`src/design/byal_defines.svh`:
```
// Offsets, field positions, reset values and flag masks of the ALU block.
// Assumes inclusion by bare name from design files only.
`ifndef BYAL_DEFINES_SVH
`define BYAL_DEFINES_SVH

// Register byte offsets
`define BYAL_OFS_OPD 8'h00
`define BYAL_OFS_OPS 8'h04
`define BYAL_OFS_CMD 8'h08
`define BYAL_OFS_RES 8'h0C
`define BYAL_OFS_SREG 8'h10

// Command register fields
`define BYAL_CMD_OP_LSB 0
`define BYAL_CMD_BIT_LSB 8
`define BYAL_CMD_IOA_LSB 16

// Status register bit positions
`define BYAL_SREG_C 0
`define BYAL_SREG_Z 1
`define BYAL_SREG_ERR 9

// Flag update masks, bit order H S V N Z C
`define BYAL_UPD_ARITH 6'h2F
`define BYAL_UPD_LOGIC 6'h0E
`define BYAL_UPD_ONES 6'h0F
`define BYAL_UPD_WORD 6'h1F

// I/O space
`define BYAL_IO_BIT_MAX 6'h1F
`define BYAL_IO_EVT 8
`define BYAL_RST_BYTE 8'h00
`define BYAL_RST_WORD 16'h0000

`endif

```
`src/design/byal_pkg.sv`:
```
// Types shared by the ALU block.
// Assumes nothing of its surroundings.
`default_nettype none
package byal_pkg;

  typedef enum logic [4:0] {
    BYAL_CMD_ADD = 5'h00,
    BYAL_CMD_ADC = 5'h01,
    BYAL_CMD_SUB = 5'h02,
    BYAL_CMD_SBCR = 5'h03,
    BYAL_CMD_SUBK = 5'h04,
    BYAL_CMD_SBCK = 5'h05,
    BYAL_CMD_WADD = 5'h06,
    BYAL_CMD_WSUB = 5'h07,
    BYAL_CMD_AND = 5'h08,
    BYAL_CMD_ANDK = 5'h09,
    BYAL_CMD_OR = 5'h0A,
    BYAL_CMD_ORK = 5'h0B,
    BYAL_CMD_XOR = 5'h0C,
    BYAL_CMD_ONES = 5'h0D,
    BYAL_CMD_TWOS = 5'h0E,
    BYAL_CMD_BSET = 5'h0F,
    BYAL_CMD_BCLR = 5'h10,
    BYAL_CMD_IOSET = 5'h11,
    BYAL_CMD_IOCLR = 5'h12,
    BYAL_CMD_IOWR = 5'h13,
    BYAL_CMD_IORD = 5'h14
  } byal_cmd_t;

  typedef enum logic [2:0] {
    BYAL_OP_ADD, BYAL_OP_SUB, BYAL_OP_AND, BYAL_OP_OR,
    BYAL_OP_XOR, BYAL_OP_ONES, BYAL_OP_TWOS
  } byal_op_t;

  typedef enum logic [2:0] {
    BYAL_ST_IDLE = 3'b001,
    BYAL_ST_EXEC = 3'b010,
    BYAL_ST_WORD = 3'b100
  } byal_state_t;

endpackage
`default_nettype wire

```
`src/design/byal_alu_if.sv`:
```
// Operand and flag bundle between the control logic and the byte core.
// Assumes both ends run on the same clock and are purely combinational here.
`timescale 1ns/1ps
`default_nettype none
interface byal_alu_if;
  byal_pkg::byal_op_t op;
  logic [7:0] a;
  logic [7:0] b;
  logic cin;
  logic zin;
  logic [7:0] res;
  logic c;
  logic z;
  logic n;
  logic v;
  logic h;
  modport core (input op, a, b, cin, zin, output res, c, z, n, v, h);
  modport ctrl (output op, a, b, cin, zin, input res, c, z, n, v, h);
endinterface
`default_nettype wire

```
`src/design/byal_alu_top.sv`:
```
// Byte ALU with status flags, word add/subtract and a small I/O space.
// Assumes an AHB-Lite master on clk_in; evt_in pins are asynchronous.
//
// Decided for this implementation: the AHB-Lite slave port and the address map.
`timescale 1ns/1ps
`default_nettype none
`include "byal_defines.svh"

// How it works
// - Register sum, optional carry, five flags
// - Register difference, optional borrow, five flags
// - Immediate difference, five flags, one clock
// - Immediate difference with borrow, one clock
// - Word sum over pair, two clocks
// - Word difference over pair, S flag
// - Conjunction updates zero, negative, overflow
// - Inclusive and exclusive disjunction, three flags
// - Mask bit set forces bits high
// - Mask bit clear uses FF minus mask
// - Writing one clears the error flag; the six flags load as written
// - Bit ops rewrite whole register
// - Bit ops reach addresses 00 to 1F
module byal_alu_top #(
  parameter int IO_DEPTH = 32
) (
  input wire logic clk_in,
  input wire logic rst_in,
  input wire logic hsel_in,
  input wire logic [31:0] haddr_in,
  input wire logic [1:0] htrans_in,
  input wire logic hwrite_in,
  input wire logic [2:0] hsize_in,
  input wire logic [31:0] hwdata_in,
  input wire logic hready_in,
  input wire logic [7:0] evt_in,
  output logic [31:0] hrdata_out,
  output logic hreadyout_out,
  output logic hresp_out,
  output logic [5:0] flags_out,
  output logic busy_out
);

  // ----------------------------------------
  // Parameter check
  // ----------------------------------------
  if (IO_DEPTH < `BYAL_IO_EVT + 1 || IO_DEPTH > 32) begin : g_bad_depth
    $error("IO_DEPTH must hold the event register and fit 32 entries");
  end

  // ----------------------------------------
  // Declarations
  // ----------------------------------------
  logic dp_valid_q;
  logic dp_write_q;
  logic [7:0] dp_addr_q;
  logic bus_wr;
  logic busy;
  logic wr_cmd;
  logic [15:0] opd_q;
  logic [7:0] ops_q;
  logic [5:0] flag_q;
  logic err_q;
  byal_pkg::byal_cmd_t cmd_q;
  logic [2:0] bit_q;
  logic [5:0] ioa_q;
  byal_pkg::byal_state_t state_q;
  logic c_lo_q;
  logic z_lo_q;
  logic [15:0] res_q;
  logic [7:0] io_q [IO_DEPTH];
  logic [7:0] io_rd;
  logic io_in_range;
  logic io_bit_ok;
  logic io_we;
  logic err_set;
  logic [7:0] evt_s1_q;
  logic [7:0] evt_s2_q;
  logic [5:0] upd_mask;
  logic [5:0] new_flags;

  byal_alu_if alu ();

  byal_alu_core u_core (
    .alu(alu)
  );

  function automatic logic is_word(input byal_pkg::byal_cmd_t c);
    return c == byal_pkg::BYAL_CMD_WADD || c == byal_pkg::BYAL_CMD_WSUB;
  endfunction

  function automatic logic is_io(input byal_pkg::byal_cmd_t c);
    return c == byal_pkg::BYAL_CMD_IOSET || c == byal_pkg::BYAL_CMD_IOCLR ||
           c == byal_pkg::BYAL_CMD_IOWR || c == byal_pkg::BYAL_CMD_IORD;
  endfunction

  function automatic logic is_bitop(input byal_pkg::byal_cmd_t c);
    return c == byal_pkg::BYAL_CMD_IOSET || c == byal_pkg::BYAL_CMD_IOCLR;
  endfunction

  // ----------------------------------------
  // AHB-Lite slave
  // ----------------------------------------
  always_ff @(posedge clk_in or posedge rst_in) begin
    if (rst_in) begin
      dp_valid_q <= 1'b0;
      dp_write_q <= 1'b0;
      dp_addr_q <= 8'h00;
    end else if (hready_in) begin
      dp_valid_q <= hsel_in & htrans_in[1];
      dp_write_q <= hwrite_in;
      dp_addr_q <= haddr_in[7:0];
    end
  end

  // Accesses wait out a running operation so operands never change under it
  assign busy = (state_q != byal_pkg::BYAL_ST_IDLE);
  assign hreadyout_out = !(dp_valid_q && busy);
  assign hresp_out = 1'b0;
  assign bus_wr = dp_valid_q && dp_write_q && hreadyout_out;
  assign wr_cmd = bus_wr && (dp_addr_q == `BYAL_OFS_CMD);
  assign busy_out = busy;
  assign flags_out = flag_q;

  always_comb begin
    case (dp_addr_q)
      `BYAL_OFS_OPD: hrdata_out = {16'h0000, opd_q};
      `BYAL_OFS_OPS: hrdata_out = {24'h00_0000, ops_q};
      `BYAL_OFS_CMD: hrdata_out = {10'h000, ioa_q, 5'h00, bit_q, 3'h0, cmd_q};
      `BYAL_OFS_RES: hrdata_out = {16'h0000, res_q};
      `BYAL_OFS_SREG: hrdata_out = {22'h00_0000, err_q, busy, 2'b00, flag_q};
      default: hrdata_out = 32'h0000_0000;
    endcase
  end

  // ----------------------------------------
  // Software registers
  // ----------------------------------------
  always_ff @(posedge clk_in or posedge rst_in) begin
    if (rst_in) begin
      ops_q <= `BYAL_RST_BYTE;
      cmd_q <= byal_pkg::BYAL_CMD_ADD;
      bit_q <= 3'h0;
      ioa_q <= 6'h00;
    end else begin
      if (bus_wr && dp_addr_q == `BYAL_OFS_OPS) begin
        ops_q <= hwdata_in[7:0];
      end
      if (wr_cmd) begin
        cmd_q <= byal_pkg::byal_cmd_t'(hwdata_in[`BYAL_CMD_OP_LSB +: 5]);
        bit_q <= hwdata_in[`BYAL_CMD_BIT_LSB +: 3];
        ioa_q <= hwdata_in[`BYAL_CMD_IOA_LSB +: 6];
      end
    end
  end

  // ----------------------------------------
  // Sequencer
  // ----------------------------------------
  always_ff @(posedge clk_in or posedge rst_in) begin
    if (rst_in) begin
      state_q <= byal_pkg::BYAL_ST_IDLE;
    end else begin
      case (state_q)
        byal_pkg::BYAL_ST_IDLE: begin
          if (wr_cmd) begin
            state_q <= byal_pkg::BYAL_ST_EXEC;
          end
        end
        byal_pkg::BYAL_ST_EXEC: begin
          state_q <= is_word(cmd_q) ? byal_pkg::BYAL_ST_WORD : byal_pkg::BYAL_ST_IDLE;
        end
        byal_pkg::BYAL_ST_WORD: state_q <= byal_pkg::BYAL_ST_IDLE;
        default: state_q <= byal_pkg::BYAL_ST_IDLE;
      endcase
    end
  end

  // ----------------------------------------
  // Operand steering
  // ----------------------------------------
  assign io_in_range = (32'(ioa_q) < IO_DEPTH);
  assign io_rd = io_in_range ? io_q[ioa_q[4:0]] : 8'h00;
  assign io_bit_ok = (ioa_q <= `BYAL_IO_BIT_MAX);

  always_comb begin
    alu.op = byal_pkg::BYAL_OP_OR;
    alu.a = opd_q[7:0];
    alu.b = ops_q;
    alu.cin = 1'b0;
    alu.zin = 1'b1;
    upd_mask = 6'h00;
    case (cmd_q)
      byal_pkg::BYAL_CMD_ADD, byal_pkg::BYAL_CMD_ADC: begin
        alu.op = byal_pkg::BYAL_OP_ADD;
        alu.cin = (cmd_q == byal_pkg::BYAL_CMD_ADC) & flag_q[`BYAL_SREG_C];
        upd_mask = `BYAL_UPD_ARITH;
      end
      byal_pkg::BYAL_CMD_SUB, byal_pkg::BYAL_CMD_SUBK: begin
        alu.op = byal_pkg::BYAL_OP_SUB;
        upd_mask = `BYAL_UPD_ARITH;
      end
      byal_pkg::BYAL_CMD_SBCR, byal_pkg::BYAL_CMD_SBCK: begin
        alu.op = byal_pkg::BYAL_OP_SUB;
        alu.cin = flag_q[`BYAL_SREG_C];
        alu.zin = flag_q[`BYAL_SREG_Z];
        upd_mask = `BYAL_UPD_ARITH;
      end
      byal_pkg::BYAL_CMD_WADD, byal_pkg::BYAL_CMD_WSUB: begin
        alu.op = (cmd_q == byal_pkg::BYAL_CMD_WADD) ? byal_pkg::BYAL_OP_ADD : byal_pkg::BYAL_OP_SUB;
        if (state_q == byal_pkg::BYAL_ST_WORD) begin
          alu.a = opd_q[15:8];
          alu.b = 8'h00;
          alu.cin = c_lo_q;
          alu.zin = z_lo_q;
          upd_mask = `BYAL_UPD_WORD;
        end
      end
      byal_pkg::BYAL_CMD_AND, byal_pkg::BYAL_CMD_ANDK: begin
        alu.op = byal_pkg::BYAL_OP_AND;
        upd_mask = `BYAL_UPD_LOGIC;
      end
      byal_pkg::BYAL_CMD_OR, byal_pkg::BYAL_CMD_ORK, byal_pkg::BYAL_CMD_BSET: begin
        upd_mask = `BYAL_UPD_LOGIC;
      end
      byal_pkg::BYAL_CMD_XOR: begin
        alu.op = byal_pkg::BYAL_OP_XOR;
        upd_mask = `BYAL_UPD_LOGIC;
      end
      byal_pkg::BYAL_CMD_BCLR: begin
        alu.op = byal_pkg::BYAL_OP_AND;
        alu.b = 8'hFF - ops_q;
        upd_mask = `BYAL_UPD_LOGIC;
      end
      byal_pkg::BYAL_CMD_ONES: begin
        alu.op = byal_pkg::BYAL_OP_ONES;
        upd_mask = `BYAL_UPD_ONES;
      end
      byal_pkg::BYAL_CMD_TWOS: begin
        alu.op = byal_pkg::BYAL_OP_TWOS;
        upd_mask = `BYAL_UPD_ARITH;
      end
      byal_pkg::BYAL_CMD_IOSET: begin
        alu.a = io_rd;
        alu.b = 8'h01 << bit_q;
      end
      byal_pkg::BYAL_CMD_IOCLR: begin
        alu.op = byal_pkg::BYAL_OP_AND;
        alu.a = io_rd;
        alu.b = ~(8'h01 << bit_q);
      end
      byal_pkg::BYAL_CMD_IOWR: alu.a = 8'h00;
      byal_pkg::BYAL_CMD_IORD: begin
        alu.a = io_rd;
        alu.b = 8'h00;
      end
      default: upd_mask = 6'h00;
    endcase
  end

  // ----------------------------------------
  // Results and flags
  // ----------------------------------------
  assign new_flags = {alu.h, alu.n ^ alu.v, alu.v, alu.n, alu.z, alu.c};

  always_ff @(posedge clk_in or posedge rst_in) begin
    if (rst_in) begin
      flag_q <= 6'h00;
    end else if (state_q != byal_pkg::BYAL_ST_IDLE) begin
      flag_q <= (flag_q & ~upd_mask) | (new_flags & upd_mask);
    end else if (bus_wr && dp_addr_q == `BYAL_OFS_SREG) begin
      flag_q <= hwdata_in[5:0];
    end
  end

  always_ff @(posedge clk_in or posedge rst_in) begin
    if (rst_in) begin
      opd_q <= `BYAL_RST_WORD;
    end else if (bus_wr && dp_addr_q == `BYAL_OFS_OPD) begin
      opd_q <= hwdata_in[15:0];
    end else if (state_q == byal_pkg::BYAL_ST_EXEC && !is_io(cmd_q)) begin
      opd_q[7:0] <= alu.res;
    end else if (state_q == byal_pkg::BYAL_ST_WORD) begin
      opd_q[15:8] <= alu.res;
    end
  end

  always_ff @(posedge clk_in or posedge rst_in) begin
    if (rst_in) begin
      res_q <= `BYAL_RST_WORD;
      c_lo_q <= 1'b0;
      z_lo_q <= 1'b0;
    end else if (state_q == byal_pkg::BYAL_ST_EXEC) begin
      res_q <= {8'h00, alu.res};
      c_lo_q <= alu.c;
      z_lo_q <= alu.z;
    end else if (state_q == byal_pkg::BYAL_ST_WORD) begin
      res_q[15:8] <= alu.res;
    end
  end

  // Set wins over a software clear in the same cycle
  assign err_set = (state_q == byal_pkg::BYAL_ST_EXEC) && is_bitop(cmd_q) && !io_bit_ok;

  always_ff @(posedge clk_in or posedge rst_in) begin
    if (rst_in) begin
      err_q <= 1'b0;
    end else begin
      err_q <= (err_q & ~(bus_wr && dp_addr_q == `BYAL_OFS_SREG && hwdata_in[`BYAL_SREG_ERR])) | err_set;
    end
  end

  // ----------------------------------------
  // I/O space
  // ----------------------------------------
  always_ff @(posedge clk_in or posedge rst_in) begin
    if (rst_in) begin
      evt_s1_q <= `BYAL_RST_BYTE;
      evt_s2_q <= `BYAL_RST_BYTE;
    end else begin
      evt_s1_q <= evt_in;
      evt_s2_q <= evt_s1_q;
    end
  end

  // Out-of-range bit ops leave the space untouched
  assign io_we = (state_q == byal_pkg::BYAL_ST_EXEC) && is_io(cmd_q) && io_in_range &&
                 (cmd_q != byal_pkg::BYAL_CMD_IORD) && (!is_bitop(cmd_q) || io_bit_ok);

  for (genvar i = 0; i < IO_DEPTH; i++) begin : g_io
    if (i == `BYAL_IO_EVT) begin : g_evt
      always_ff @(posedge clk_in or posedge rst_in) begin
        if (rst_in) begin
          io_q[i] <= `BYAL_RST_BYTE;
        end else begin
          io_q[i] <= (io_q[i] & ~((io_we && ioa_q[4:0] == 5'(i)) ? alu.res : 8'h00)) | evt_s2_q;
        end
      end
    end else begin : g_plain
      always_ff @(posedge clk_in or posedge rst_in) begin
        if (rst_in) begin
          io_q[i] <= `BYAL_RST_BYTE;
        end else if (io_we && ioa_q[4:0] == 5'(i)) begin
          io_q[i] <= alu.res;
        end
      end
    end
  end

endmodule // byal_alu_top
`default_nettype wire

```
`src/design/byal_alu_core.sv`:
```
// Combinational 8-bit arithmetic and logic core with flag outputs.
// Assumes the caller masks which flags it keeps.
`timescale 1ns/1ps
`default_nettype none
module byal_alu_core (
  byal_alu_if.core alu
);
  logic [8:0] sum;
  logic [8:0] dif;
  logic [7:0] negated;

  always_comb begin
    sum = {1'b0, alu.a} + {1'b0, alu.b} + {8'h00, alu.cin};
    dif = {1'b0, alu.a} - {1'b0, alu.b} - {8'h00, alu.cin};
    negated = 8'h00 - alu.a;
    alu.res = 8'h00;
    alu.c = 1'b0;
    alu.h = 1'b0;
    alu.v = 1'b0;
    case (alu.op)
      byal_pkg::BYAL_OP_ADD: begin
        alu.res = sum[7:0];
        alu.c = sum[8];
        alu.h = (alu.a[3] & alu.b[3]) | (alu.b[3] & ~sum[3]) | (~sum[3] & alu.a[3]);
        alu.v = (alu.a[7] & alu.b[7] & ~sum[7]) | (~alu.a[7] & ~alu.b[7] & sum[7]);
      end
      byal_pkg::BYAL_OP_SUB: begin
        alu.res = dif[7:0];
        alu.c = (~alu.a[7] & alu.b[7]) | (alu.b[7] & dif[7]) | (dif[7] & ~alu.a[7]);
        alu.h = (~alu.a[3] & alu.b[3]) | (alu.b[3] & dif[3]) | (dif[3] & ~alu.a[3]);
        alu.v = (alu.a[7] & ~alu.b[7] & ~dif[7]) | (~alu.a[7] & alu.b[7] & dif[7]);
      end
      byal_pkg::BYAL_OP_AND: alu.res = alu.a & alu.b;
      byal_pkg::BYAL_OP_OR: alu.res = alu.a | alu.b;
      byal_pkg::BYAL_OP_XOR: alu.res = alu.a ^ alu.b;
      byal_pkg::BYAL_OP_ONES: begin
        alu.res = 8'hFF - alu.a;
        alu.c = 1'b1;
      end
      byal_pkg::BYAL_OP_TWOS: begin
        alu.res = negated;
        alu.c = (negated != 8'h00);
        alu.h = negated[3] | alu.a[3];
        alu.v = (negated == 8'h80);
      end
      default: alu.res = 8'h00;
    endcase
  end

  // Zero chains through zin so borrow forms keep an earlier nonzero
  assign alu.z = (alu.res == 8'h00) & alu.zin;
  assign alu.n = alu.res[7];
endmodule // byal_alu_core
`default_nettype wire

```
`config.mk`:
```
export PLATFORM = sky130hd
export DESIGN_NAME = byal_alu_top
export DESIGN_NICKNAME = d
export VERILOG_FILES = /design/src/design/byal_pkg.sv /design/src/design/byal_alu_if.sv /design/src/design/byal_alu_top.sv /design/src/design/byal_alu_core.sv
export VERILOG_INCLUDE_DIRS = /design/src /design/src/design
export SDC_FILE = /design/constraint.sdc
export NUM_CORES = 1
export LEC_CHECK = 0
export BUFFER_PORTS_ARGS = -buffer_cell sky130_fd_sc_hd__buf_4
export CORE_ASPECT_RATIO = 2
export CORE_MARGIN = 4
export CORE_UTILIZATION = 45
export DETAILED_ROUTE_END_ITERATION = 10
export SLEW_MARGIN = 20
export SYNTH_ARGS = -nofsm -noshare
export SYNTH_HDL_FRONTEND = slang
export SYNTH_SLANG_ARGS = --single-unit
```
`constraint.sdc`:
```
create_clock -name clk_in -period 15.1 [get_ports clk_in]
set_input_delay 2.265 -clock clk_in [delete_from_list [all_inputs] [get_ports clk_in]]
set_output_delay 2.265 -clock clk_in [all_outputs]
set_load 0.01 [all_outputs]
```
==> results of run 1 <==
## through the flow
stage / area, um2 / cells / setup WS (ps)
2_1_floorplan: 17660 / 1762 / 3187
4_1_cts: 19790 / 2324 / 7998
6_report: 19810 / 2324 / 7942
3_5_place_dp: 18640 / 2265 / 8009
5_1_grt: 19810 / 2324 / 7546
3_3_place_gp: 18640 / 2265 / 8054
## state kept, by name (all words and copies together) (netlist names), named ones only
name        count
bit_q           3
c_lo_q          1
cmd_q           5
dp_addr_q       8
dp_valid_q      1
dp_write_q      1
err_q           1
evt_s1_q        8
evt_s2_q        8
io_q          256
ioa_q           6
opd_q          16
ops_q           8
res_q          16
state_q         3
z_lo_q          1
## layer usage
layer,global-route usage,wire (um),vias to the layer above
met1,0.2753,18780,6656
li1,-,-,6271
met2,0.4736,29160,401
met4,0.1762,4496,0
met3,0.02363,1836,166
met5,0,0,-
## report_power, final
part	total, mW	internal [mW]	switching [mW]
registers	0.962	0.943	0.0185
clock network	0.886	0.514	0.371
logic	0.218	0.0694	0.149
total	2.07	1.53	0.538
## logic make-up (layout without fill, tap and decap cells)
kind of cell | Yosys count | count (layout) | share of synthesized area
AO/OA/AOI/OAI | 509 | 509 | 0.1742
XOR/XNOR | 16 | 16 | 0.007951
adder cells (fa/ha/maj) | 37 | 37 | 0.02840
buffers and inverters | 171 | 213 | 0.04302
flip-flops | 348 | 348 | 0.4942
multiplexers | 130 | 130 | 0.1164
other | 1 | 11 | 0.0002128
AND/OR/NAND/NOR | 540 | 540 | 0.1356
## cell usage after synthesis (12+ instances only)
library cell    n  area [um2]
ha_1           32       400.4
buf_2          15       75.07
nor2_1        198       743.2
a31oi_1        12       75.07
inv_1          40       150.1
buf_4          18       135.1
nand2_1       205       769.5
mux2i_1        34       340.3
a221oi_1       17       148.9
nand3_1        19       95.09
nand2b_1       13       81.33
o21ai_0       192       960.9
a22o_1         12       105.1
dfrtp_1       347        8683
a21oi_1       157       785.8
mux2_2         36       405.4
nor3_1         21       105.1
mux4_2         56        1261
a22oi_1        35       262.8
clkbuf_1       83       311.6
and2_1         12       75.07
## layout make-up
cell class	count	share of cell area
flip-flops and latches	348	0.4399
multi-input cells	1243	0.4182
clock buffers	47	0.05015
repair buffers	113	0.04320
well taps	520	0.03284
inverters	41	0.008147
clock inverters	12	0.007579
## worst paths after layout
path                                    end  slack, ps
worst max-delay path                 z_lo_q       7940
worst min register to register  evt_s2_q[1]        340
max in group asynchronous          ioa_q[1]      11160
min in group asynchronous       evt_s1_q[0]       1860
worst max register to register       z_lo_q       7940
worst min-delay path            evt_s2_q[1]        340
==> impl_metrics.ini, run 1 <==
[floorplan]
num_rows = 102
initial_core_util = 0.4557
die_area_um2 = 42590
die_width_um = 147.9
io-pin-count = 123
core_um2 = 38670
die_height_um = 287.9

[place]
gp_congestion = 0.9332
hpwl_um = 39310
numPortBuffers = 73

[logic_synthesis]
synth.avg_cell_area_um2 = 10.06
synthArstFlopShare = 1.000
netlist_area_um2 = 17620
synth_cells = 1752
ys_warn_count = 0
synth_ff_type = dfrtp_1
synth.distinct_cells = 78
seq_area_frac_synth = 0.4942
synth-edff-count = 0
ys_ff_latch = 348

[layout]
mostFrequentLayoutCell = dfrtp_1
utilization = 0.5123
nets = 1901
area_growth_pct = 12.42
multiInputGateArea_um2 = 8285
register_area_um2 = 8715
final_cell_mix = dfrtp_1, nand2_1, o21ai_0
insertedDiodeCount = 0
num-fill-cells = 3569
drive_gt1_frac = 0.1635

[sta]
slew_headroom = 0.2455
finalHoldViolations = 0
setup_viol = 0
fmax_mhz = 139.7
rsz0062_at_grt = no
whs_ps = 342.7
fin_crit_ps = 7158
finalCritPeriodShare = 0.4740
slew_violations = 0
tns_ps = 0
fin_skew_ps = 21.33
worst_pin_slew_ps = 1120

[global_route]
antenna_found_initial = 0
track_usage = 0.2574
grt_overflow_total = 0
grt_pass1_vias = 13842
grt_max_degree = 118
grt_pass1_wl_um = 83300

[hold_path]
whs_path_depth = 0
hp-class = flip-flop to flip-flop
hp-start = evt_s1_q[1]

[route]
final_antenna_net_count = 0
drt_iter0_markers = 705
drcViolationCount = 0
drtPass1Iterations = 5
drt-total-wl_um = 54270
num_vias = 13494
avgViaCountPerCell = 5.806
routedWlPerCell_um = 23.35

[clocking]
post_cts_resized = 0
insertion_delay_ps = 530
cts_tree = built
root_buffer = clkbuf_16
cts_setup_buffers = 0
clockBufferDepth = 3
ctsHoldBuffers = 0
htree_levels = 2
clk_pin_slew_ps = 60
numCtsBuffers = 35
cts.sinks = 348

[setup_path]
critical_path_required_ps = 15550
crit_arrival_ps = 7600
end_kind = flip-flop
timing.rr.start = ioa_q[1]
worst_setup_path_start_kind = flip-flop
path_class = flip-flop to flip-flop
critPathTopFamily = compound AO/OA/AOI/OAI gates
slowest_delay_ps = 810
cp_num_cells = 18
reg2reg_depth = 18
cp_common_cell = buf_4
crit_slowest_cell = dfrtp_4
crit_buf_inv = 3
crit_fanout = 51
crit_start = ioa_q[1]
cp_cell_sequence = buf_4 -> nand2b_1 -> a2bb2oi_1 -> a211oi_1 -> nor4_1 -> nor2_1 -> inv_1 -> ha_1 -> a21oi_1 -> o21bai_1 -> fa_1 -> a222oi_1 -> o211ai_1 -> a221oi_4 -> buf_4 -> and4_1 -> nand4_1 -> mux2i_1

[job]
drv_cap = 0

[outcome]
outcome = finished, final reports clean

[power_and_ir_drop]
p_leak_nw = 8.729
power.density_nw_per_um2 = 104.2
vdd_drop_max_mv = 0.09431
power_mw = 2.065
Power figures use the tool's default switching activity.
==> run 2, diff against run 1 <==
Clock period 15.1 ns to 6.3 ns, I/O delays scaled along.
==> impl_metrics.ini, run 2 (same netlist as run 1, synthesis figures left out) <==
[layout]
regMostFlops = io_q
register_area_um2 = 8716
utilization = 0.5172
final_cell_mix = dfrtp_1, nand2_1, nor2_1
multiInputGateArea_um2 = 8283
largest_reg_flops = 256
mostFrequentLayoutCell = dfrtp_1
drive_gt1_frac = 0.1756
num-fill-cells = 3539
area_growth_pct = 13.48
largestRegisters = io_q (256), opd_q (16), res_q (16)
nets = 1927

[global_route]
grt_pass1_vias = 14059
antenna_found_initial = 0
grt_pass1_wl_um = 85710
track_usage = 0.2653
grt_max_degree = 126
grt_overflow_total = 0

[outcome]
outcome = finished, final reports clean

[setup_path]
cp_cell_sequence = buf_4 -> mux4_2 -> mux2_2 -> nor3_2 -> nor4_1 -> nor2_1 -> inv_1 -> ha_1 -> a21oi_1 -> o211ai_1 -> o41ai_1 -> xor2_1 -> o221ai_1 -> a21oi_1 -> nand3_1 -> nor3b_2 -> buf_12 -> a211oi_1 -> o22a_1
crit_arrival_ps = 6260
cp_common_cell = a21oi_1
path_class = flip-flop to flip-flop
end_kind = flip-flop
crit_fanout = 35
critPathTopFamily = compound AO/OA/AOI/OAI gates
worst_setup_path_start_kind = flip-flop
crit_slowest_cell = dfrtp_4
critical_path_required_ps = 6700
crit_buf_inv = 3
slowest_delay_ps = 860

[route]
avgViaCountPerCell = 5.825
routedWlPerCell_um = 23.74
final_antenna_net_count = 0
drcViolationCount = 0
drtPass1Iterations = 5
drt_iter0_markers = 1022
drt-total-wl_um = 55770
num_vias = 13684

[clocking]
ctsHoldBuffers = 0
root_buffer = clkbuf_16
clk_pin_slew_ps = 70
cts_tree = built
numCtsBuffers = 34
htree_levels = 2
insertion_delay_ps = 530
post_cts_resized = 0
cts.sinks = 348
cts_setup_buffers = 0
clockBufferDepth = 3

[sta]
finalCritPeriodShare = 0.9291
worst_pin_slew_ps = 980.7
fin_skew_ps = 32.06
fin_crit_ps = 5854
fin_ws_ps = 446.4
setup_viol = 0
whs_ps = 346.6
finalHoldViolations = 0
rsz0062_at_grt = no
slew_headroom = 0.3393
tns_ps = 0
fmax_mhz = 170.8
slew_violations = 0

[power_and_ir_drop]
p_leak_nw = 8.861
power_mw = 4.880
vdd_drop_max_mv = 0.1454
power.density_nw_per_um2 = 244.0

[place]
gp_congestion = 0.9417
hpwl_um = 41090
numPortBuffers = 73
place_ws_ps = 479.0

[floorplan]
die_height_um = 287.9
die_area_um2 = 42590
io-pin-count = 123
die_width_um = 147.9
core_um2 = 38670
initial_core_util = 0.4557
num_rows = 102

[job]
drv_cap = 0

[hold_path]
hp-class = flip-flop to flip-flop
## run 2: cell types whose count changed in the layout (fill, tap and decap cells not counted), sizes merged
| cell | before | now |
|---|---|---|
| buf | 113 | 140 |
| clkbuf | 47 | 45 |
| bufinv | 3 | 2 |
| clkinvlp | 3 | 2 |
| diode | 0 | 1 |
| inv | 41 | 42 |
## run 2: worst paths after layout
kind,from,to,slack (ps),cells past startpoint
min,evt_s1_q[4],evt_s2_q[4],350,0
min reg2reg,evt_s1_q[4],evt_s2_q[4],350,0
max,ioa_q[1],flip-flop,450,19
max reg2reg,ioa_q[1],flip-flop,450,19
min in group asynchronous,rst_in,evt_s1_q[6],580,2
max in group asynchronous,rst_in,ioa_q[2],4200,3
## run 2: power breakdown
group / leakage [nW] / internal [mW] / total (mW) / switching [mW]
Clock: 0.540 / 1.17 / 2.04 / 0.868
Combinational: 3.70 / 0.179 / 0.534 / 0.356
Sequential: 4.62 / 2.26 / 2.31 / 0.0479
## run 2: routing by layer
layer,vias to the layer above,GRT usage,routed length [um]
met5,-,0,0
met4,0,0.1919,4986
met3,160,0.02678,2077
met2,408,0.4864,29980
met1,6781,0.2791,18730
li1,6335,-,-
## run 2: stage by stage
step	cell area, um2	instances
2_1_floorplan	17660	1762
3_3_place_gp	18900	2292
3_5_place_dp	18900	2292
4_1_cts	19990	2348
5_1_grt	20000	2348
6_report	20000	2349
## run 2: area by class of cell
cell class	instances	share of cell area
diodes	1	0.0001251
multi-input cells	1243	0.4142
repair buffers	140	0.05506
well taps	520	0.03253
clock inverters	11	0.005756
inverters	41	0.007883
clock buffers	45	0.04867
flip-flops and latches	348	0.4358
## run 2: worst reg2reg max path, delay by kind of cell, from the launching register on
| family | cells | cell delay, ps |
|---|---|---|
| mux | 2 | 850 |
| compound gates | 7 | 1400 |
| simple gates | 5 | 1310 |
| buf+inv | 3 | 770 |
| fa+ha+maj | 1 | 260 |
| xor+xnor | 1 | 280 |
| flops | 1 | 860 |
